[src/tia_pkg.sv]
package tia_pkg;
	localparam int CHAN_W = 128;
	localparam int EMPTY_W = 4;
	localparam int CHAN_N = 2;
	localparam int BUF_DEPTH = 2;
	localparam int LVL_W = 2;
	localparam logic [EMPTY_W:0] WORD_BYTES = 5'h10;
	localparam logic [LVL_W-1:0] LVL_FULL = 2'h2;
	localparam logic [LVL_W-1:0] LVL_ZERO = 2'h0;
	localparam logic [LVL_W-1:0] LVL_ONE = 2'h1;
	localparam logic [CHAN_N-1:0] EN_CH0_ONLY = 2'h1;
	localparam logic [CHAN_N-1:0] EN_NONE = 2'h0;

	typedef struct packed {
		logic [CHAN_W-1:0] data;
		logic sop;
		logic eop;
		logic err;
		logic [EMPTY_W-1:0] empty;
	} tia_word_t;

	typedef struct packed {
		tia_word_t word;
		logic [EMPTY_W:0] valid_bytes;
		logic chan;
	} tia_mac_t;

	typedef enum logic [1:0] {
		RR_LAST0 = 2'h1,
		RR_LAST1 = 2'h2
	} tia_rr_t;
endpackage : tia_pkg

[src/tia_pair_buf.sv]
module tia_pair_buf
	import tia_pkg::*;
(
	input wire logic mclk,
	input wire logic rst_n,
	input wire logic clk_en,
	input wire logic enable,
	input wire logic in_valid,
	input tia_pkg::tia_word_t in_word,
	output logic in_ready,
	output logic out_valid,
	output tia_pkg::tia_word_t out_word,
	input wire logic out_ready,
	output logic [tia_pkg::LVL_W-1:0] level
);
	tia_word_t mem_q [BUF_DEPTH];
	tia_word_t mem_d [BUF_DEPTH];
	logic wr_q, wr_d, rd_q, rd_d, rdy_q, rdy_d, push, pop;
	logic [LVL_W-1:0] cnt_q, cnt_d;

	assign push = in_valid && rdy_q;
	assign pop = out_valid && out_ready;
	assign out_valid = (cnt_q != LVL_ZERO);
	assign out_word = mem_q[rd_q];
	assign in_ready = rdy_q;
	assign level = cnt_q;

	always_comb
	begin
		mem_d = mem_q;
		wr_d = wr_q;
		rd_d = rd_q;
		cnt_d = cnt_q;
		if (push)
		begin
			mem_d[wr_q] = in_word;
			wr_d = !wr_q;
		end
		if (pop)
			rd_d = !rd_q;
		if (push && !pop)
			cnt_d = cnt_q + LVL_ONE;
		else if (pop && !push)
			cnt_d = cnt_q - LVL_ONE;
		// Drop ready before overflow, raise it again once a slot frees
		rdy_d = enable && (cnt_d != LVL_FULL);
	end

	always_ff @(posedge mclk)
	begin
		if (!rst_n)
		begin
			wr_q <= 1'b0;
			rd_q <= 1'b0;
			cnt_q <= LVL_ZERO;
			rdy_q <= 1'b0;
			for (int i = 0; i < BUF_DEPTH; i++)
				mem_q[i] <= '0;
		end
		else if (clk_en)
		begin
			wr_q <= wr_d;
			rd_q <= rd_d;
			cnt_q <= cnt_d;
			rdy_q <= rdy_d;
			mem_q <= mem_d;
		end
	end
endmodule : tia_pair_buf

[src/tia_arbiter.sv]
module tia_arbiter
	import tia_pkg::*;
(
	input wire logic mclk,
	input wire logic rst_n,
	input wire logic clk_en,
	input wire logic [tia_pkg::CHAN_N-1:0] chan_enable,
	input wire logic ch0_word_valid,
	input tia_pkg::tia_word_t ch0_word_bus,
	output logic ch0_accept_ready,
	input wire logic ch1_word_valid,
	input tia_pkg::tia_word_t ch1_word_bus,
	output logic ch1_accept_ready,
	output tia_pkg::tia_mac_t mac_out_q,
	output logic mac_valid_q,
	output logic mac_idle_q,
	input wire logic mac_ready
);
	logic [CHAN_N-1:0] in_valid, in_ready, head_valid, pop;
	tia_word_t in_word [CHAN_N];
	tia_word_t head_word [CHAN_N];
	logic [LVL_W-1:0] lvl [CHAN_N];
	tia_rr_t rr_q, rr_d;
	tia_mac_t out_d;
	logic valid_d, idle_d, load, sel;

	assign in_valid = {ch1_word_valid, ch0_word_valid};
	assign in_word[0] = ch0_word_bus;
	assign in_word[1] = ch1_word_bus;
	assign ch0_accept_ready = in_ready[0];
	assign ch1_accept_ready = in_ready[1];

	// One buffer per channel; both share mclk
	for (genvar c = 0; c < CHAN_N; c++)
	begin : g_chan
		tia_pair_buf u_buf (
			.mclk(mclk),
			.rst_n(rst_n),
			.clk_en(clk_en),
			.enable(chan_enable[c]),
			.in_valid(in_valid[c]),
			.in_word(in_word[c]),
			.in_ready(in_ready[c]),
			.out_valid(head_valid[c]),
			.out_word(head_word[c]),
			.out_ready(pop[c]),
			.level(lvl[c])
		);
	end

	// Output stage frees when empty or drained by the MAC
	assign load = !mac_valid_q || mac_ready;

	always_comb
	begin
		rr_d = rr_q;
		out_d = mac_out_q;
		valid_d = mac_valid_q && !mac_ready;
		idle_d = 1'b0;
		pop = '0;
		sel = 1'b0;
		// Round-robin pick between the two heads
		if (head_valid[0] && head_valid[1])
			sel = (rr_q == RR_LAST0);
		else
			sel = head_valid[1];
		if (load && (|head_valid))
		begin
			pop[sel] = 1'b1;
			out_d.word = head_word[sel];
			out_d.chan = sel;
			// Every word's unused count sets its valid byte total
			out_d.valid_bytes = WORD_BYTES - {1'b0, head_word[sel].empty};
			valid_d = 1'b1;
			rr_d = sel ? RR_LAST1 : RR_LAST0;
		end
		idle_d = !valid_d;
		case (rr_q)
			RR_LAST0, RR_LAST1: ;
			default: rr_d = RR_LAST1;
		endcase
	end

	always_ff @(posedge mclk)
	begin
		if (!rst_n)
		begin
			rr_q <= RR_LAST1;
			mac_out_q <= '0;
			mac_valid_q <= 1'b0;
			mac_idle_q <= 1'b1;
		end
		else if (clk_en)
		begin
			rr_q <= rr_d;
			mac_out_q <= out_d;
			mac_valid_q <= valid_d;
			mac_idle_q <= idle_d;
		end
	end
endmodule : tia_arbiter

[config.mk]
export PLATFORM = sky130hd
export DESIGN_NAME = tia_arbiter
export DESIGN_NICKNAME = d
export VERILOG_FILES = /design/src/tia_pkg.sv /design/src/tia_pair_buf.sv /design/src/tia_arbiter.sv
export SDC_FILE = /design/constraint.sdc
export NUM_CORES = 2
export LEC_CHECK = 0
export BUFFER_PORTS_ARGS = -buffer_cell sky130_fd_sc_hd__buf_4
export CORE_MARGIN = 5
export CORE_UTILIZATION = 52
export DETAILED_ROUTE_END_ITERATION = 12
export GPL_TIMING_DRIVEN = 0
export PLACE_DENSITY = 0.74
export SYNTH_ARGS = -nofsm -noshare
export SYNTH_HDL_FRONTEND = slang
export SYNTH_SLANG_ARGS = --single-unit
[constraint.sdc]
create_clock -name mclk -period 2.3 [get_ports mclk]
set_input_delay 0.345 -clock mclk [delete_from_list [all_inputs] [get_ports mclk]]
set_output_delay 0.345 -clock mclk [all_outputs]
set_load 0.03 [all_outputs]
# After elaboration in Yosys (flattened, before gate mapping)
# Index checks and enable logic that the tools add are counted.
# totals
word_cells	127
ff_bits	695
output_inout_bits	145
in_bits	278
# classes
add_sub_neg	5
n_lt_le_gt_ge	9
bitwise	5
n_reduce_logical	38
mux	27
n_eq_ne	5
# ops
operator	count
two-way mux 135 bit	11
bitwise mux 270 bit	2
demux 135 bit (select 1 bit)	2
logical AND 1 bit	16
two-way mux 2 bit	8
AND reduction 2 bit	6
zero test 1 bit	11
greater-or-equal comparator 2 bit (second input constant)	5
NOT 1 -> 2 bit	5
!= test 2 bit (second input constant)	3
subtractor 5 x 4 -> 5 bit (first input constant)	1
adder 2 x 1 -> 2 bit (second input constant)	2
less-than comparator 2 x 1 -> 1 bit (second input constant)	2
nonzero test 2 bit	2
OR reduction 2 bit	2
subtractor 2 x 1 -> 2 bit (second input constant)	2
two-way mux 1 bit	3
== test 2 x 1 -> 1 bit (second input constant)	1
== test 2 bit (second input constant)	1
less-than comparator 1 x 2 -> 1 bit (second input constant)	1
demux 1 bit (select 1 bit)	1
greater-or-equal comparator 1 bit (second input constant)	1
logical OR 1 bit	1

# Longest topological paths before layout
# logic_depth
word_depth	14
mapped_depth	11
mapped_depth_nobuf	10

# Cells and area by module
# A second synthesis with hierarchy kept.
# unflattened
cells_unflattened	3373
area_unflattened_um2	29085.4
# by_module_without_submodules
mod	instances	area_per_inst_um2	cells_each	seq_area_each_um2
tia_pair_buf	2	11173.2	1359	5505.3
tia_arbiter	1	6739.0	655	2882.8

# Least setup slack after synthesis
# OpenSTA, ideal clock, no wires.
# synth_path
path_type	flip-flop to flip-flop
from	register g_chan[1].u_buf.cnt_q[0]
to	register mac_out_q[4] (netlist name)
synth_period_minus_slack_ns	2.268
n_path_buf	2
setup_slack_ns	0.032
required_time_ns	2.178
path_stages_with_launch	10
setup_time_ns	0.122
arrival_time_ns	2.146
cell_sequence	dfxtp_1 > inv_1 > ha_1 > or3_1 > buf_4 > and2_1 > buf_6 > mux2i_4 > and3_1 > a311o_1
# synth_via
elab_chain_cells	8
word_cells_on_any_way	11
classes_between	add/sub (1); mux (4); bitwise (1); reduce/logical (5)
# synth_lines
item	line	source
from (decl)	tia_pair_buf.sv:19	logic [LVL_W-1:0] cnt_q, cnt_d;
from (signal assigned)	tia_pair_buf.sv:64	cnt_q <= cnt_d;
nonzero test 2 bit *	tia_pair_buf.sv:23	assign out_valid = (cnt_q != LVL_ZERO);
logical AND 1 bit	tia_arbiter.sv:63	if (head_valid[0] && head_valid[1])
two-way mux 1 bit	tia_arbiter.sv:63	
NOT 1 -> 2 bit (not written as such)	tia_arbiter.sv:73	out_d.valid_bytes = WORD_BYTES - {1'b0, head_word[sel].empty};
two-way mux 135 bit (not written as such) (3 in a row)	tia_arbiter.sv:73	
subtractor 5 x 4 -> 5 bit	tia_arbiter.sv:73	
to (signal assigned)	tia_arbiter.sv:96	mac_out_q <= out_d;
to (decl)	tia_arbiter.sv:14	output tia_pkg::tia_mac_t mac_out_q,
# Every way passes the cells marked *; elsewhere a longest branch is shown, timed or not. The select of a mux whose other input is x is not followed.
# A chain may end at the register's enable or synchronous reset.

# Final worst setup path
# layout_path
from	register rr_q[1]
to	register mac_out_q[38] (netlist name)
# layout_via
elab_chain_cells	6
# layout_lines
item	line	source
from (decl)	tia_arbiter.sv:23	tia_rr_t rr_q, rr_d;
from (signal assigned)	tia_arbiter.sv:95	rr_q <= rr_d;
== test 2 x 1 -> 1 bit	tia_arbiter.sv:64	sel = (rr_q == RR_LAST0);
two-way mux 1 bit	tia_arbiter.sv:63	
NOT 1 -> 2 bit (not written as such)	tia_arbiter.sv:70	out_d.word = head_word[sel];
two-way mux 135 bit (3 in a row)	n/a	
# No other way between the ends. The select of a mux whose other input is x is not followed.

==> results.ini <==
[setup_path]
crit_arrival_ps=2750
crit_fanout=10
critical-path-slowest-cell=or3_1
path_cells=inv_1, ha_1, or3_1, buf_6, and2_1, buf_6, buf_8, buf_2, o211ai_1, a21boi_1
crit_path_start_kind=flip-flop
worstSetupEndpointType=flip-flop
slowest_delay_ps=390
critical_path_class=reg2reg
cp.required_ps=2790
cpMostUsedCell=buf_6

[timing]
hold_violations=0
max_freq_mhz=444
slew-limit-headroom_pct=20.3
fin_crit_sh_pct=98.0
clock-skew-final_ps=19.2
post-route-min-period_ps=2250
finalWorstSetupSlack_ps=46.3
tns_ps=0
setup_viol=0
max_slew.worst_pin.slew_ps=1200
slew_violations=0

[placed_design]
dp_hpwl_um=69200
gp_congestion=0.875
io_buffer_count=421
place_area_um2=34100
dp.cells=4723
place_ws_ps=-937

[synth]
yosysMostFrequentCell=nand2_1
synth_area_leaders=dfxtp_1 (46%), nand2_1 (17%), a21boi_0 (14%), mux2_2 (5.1%), mux2i_1 (4.6%)
synth-edff-count=0
synth_top_area_share_pct=46.4
netlist_area_um2=29900
avgSynthCellArea_um2=8.46
synthFlopType=dfxtp_1
netlist_instances=3535
synth_seq_cells=694
async_flop_share_pct=0
synth_nets=3818
synthTopCellsByCount=nand2_1 (1370), dfxtp_1 (694), a21boi_0 (552), clkbuf_1 (205), mux2i_1 (138)
yosysTopAreaCell=dfxtp_1
synth.distinct_cells=45
ys_warn_count=0
yosysSeqAreaShare_pct=46.4

[routing]
num_vias=27816
routedWlPerCell_um=19.6
first_pass_iters=5
drt_iter0_drc=2003
wl_um=100000
remaining_drc_errors=0
viasPerCell=5.42
ant_nets=0

[floorplanning]
io_pins=423
dieArea_um2=62400
die_w_um=250
coreArea_um2=57400
fp.dieH_um=250
start_util_pct=52.2
row_count=88

[cts]
cts_max_path_buffers=3
tritoncts=yes
cts.clk_slew.worst_paths_ps=60
cts_root_buf=clkbuf_16
clk_latency_ps=620
cts_max_level=3
numCtsBuffers=74
cts_num_sinks=694

[power]
ir_drop_uv=513
leakagePower_nw=13.9
powerDensity_nw_per_um2=698

[cells_and_area]
syn_to_final_growth_pct=31.7
layout.cells.non_filler=5132
multi_input_area_um2=14900
finalNetCount=4583
design_area_um2=39400
ff_latch_area_um2=13900
fill_cells=4621
drive_above_1_share_pct=18.5

[grt]
grt_pass1_wl_um=154000
antenna_found_initial=19
grtUsageTotal_pct=30.7
grt_max_degree=20
grt_pass1_vias=27415
grt_overflow=0

[hold_path]
hp-class=in2reg

[job]
maxCapViolations=0

[run_status]
status=finished, final reports clean

## placed cells by master (no fill, tap or decap), types with 6 or more instances in the layout
| cell | synthesis | final |
|---|---|---|
| a21boi_0 | 552 | 551 |
| a21boi_1 | 128 | 129 |
| a21oi_1 | 8 | 8 |
| and2_1 | 9 | 9 |
| buf_1 | 9 | 8 |
| buf_2 | 60 | 45 |
| buf_4 | 4 | 442 |
| buf_6 | 11 | 14 |
| clkbuf_1 | 205 | 192 |
| clkbuf_16 | 0 | 75 |
| clkbuf_2 | 0 | 26 |
| clkbuf_8 | 0 | 17 |
| clkinv_2 | 0 | 6 |
| dfxtp_1 | 694 | 690 |
| diode_2 | 0 | 13 |
| dlygate4sd3_1 | 0 | 263 |
| mux2_2 | 135 | 135 |
| mux2i_1 | 138 | 138 |
| nand2_1 | 1370 | 1370 |
| o211ai_1 | 132 | 132 |
| o21ai_0 | 9 | 9 |
## routing by layer
metal	wire length (um)	track usage, %	up-vias	part of all wire (%)
met3	7870	6.75	233	7.8
met1	42100	39.7	13241	42
met2	46500	50.3	997	46
met5	96	0	-	0.096
met4	3840	12.0	14	3.8
li1	-	-	13331	-
## state kept, by name, summed over array words and instances (netlist names)
register,cells
mac_out_q,140
mac_valid_q,1
g_chan.u_buf.in_ready,2
rr_q,2
g_chan.u_buf.level,4
g_chan.u_buf.mem_q,540
mac_idle_q,1
g_chan.u_buf.wr_q,2
g_chan.u_buf.rd_q,2
## cells by family (layout without fill, tap and decap cells)
group / after synthesis / count (layout) / synth area share [%]
adders and majority gates: 5 / 5 / 0.209
xor gates and xnor gates: 5 / 5 / 0.146
AOI/OAI and AO/OA: 846 / 846 / 21.1
buffers and inverters: 295 / 1114 / 4.28
and+or+nand+nor: 1416 / 1416 / 18.0
muxes: 274 / 274 / 9.77
DFF: 694 / 694 / 46.4
other: 0 / 13 / 0
## repair_timing
item,4_1_cts,5_1_grt
gates resized for setup,39,68
pin swaps,13,14
endpoints found under the setup margin,598,298
buffers inserted,4,6
endpoints found under the hold margin,478,0
hold buffers,263,0
## cell type report
type,count,area share [%]
clock inverter,17,0.571
buffer,282,3.42
inverter,6,0.0571
multi-input combinational,2546,37.7
tap,765,2.43
timing repair buffer,696,15.0
clock buffer,113,5.53
sequential,694,35.3
antenna,13,0.0825
## power breakdown
part	switching, mW	total (mW)	internal [mW]	leakage [nW]
registers	0.0932	12.3	12.2	5.60
logic	1.79	3.18	1.39	7.12
clock network	5.06	12.1	6.99	1.18
total	6.94	27.5	20.6	13.9
## metrics by stage
step | hold slack [ps] | power [mW] | util (%)
2_1_floorplan | 440 | 13.9 | -
3_3_place_gp | 442 | 15.2 | 59.3
3_5_place_dp | 445 | 15.2 | 59.4
4_1_cts | 0.706 | 27.5 | 68.4
5_1_grt | 8.10 | 28.2 | 68.7
6_report | 13.2 | 27.5 | 68.7
## final timing paths
| path | from | end | slack (ps) | cells after the start |
|---|---|---|---|---|
| worst min-delay path | ch1_word_bus[31] | g_chan[1].u_buf.mem_q[31] | 10 | 3 |
| worst min register to register | mac_out_q[42] | mac_out_q[42] | 450 | 2 |
| worst max-delay path | rr_q[1] | mac_out_q[38] | 50 | 10 |
| worst max register to register | rr_q[1] | mac_out_q[38] | 50 | 10 |
## critical path, delay by kind of cell (launching register included)
kind / cells / cell delay, ps
buffers and inverters: 5 / 720
and+or+nand+nor: 2 / 530
AOI/OAI and AO/OA: 2 / 370
DFF: 1 / 310
adders and majority gates: 1 / 210
(Power assumes the default switching activity.)
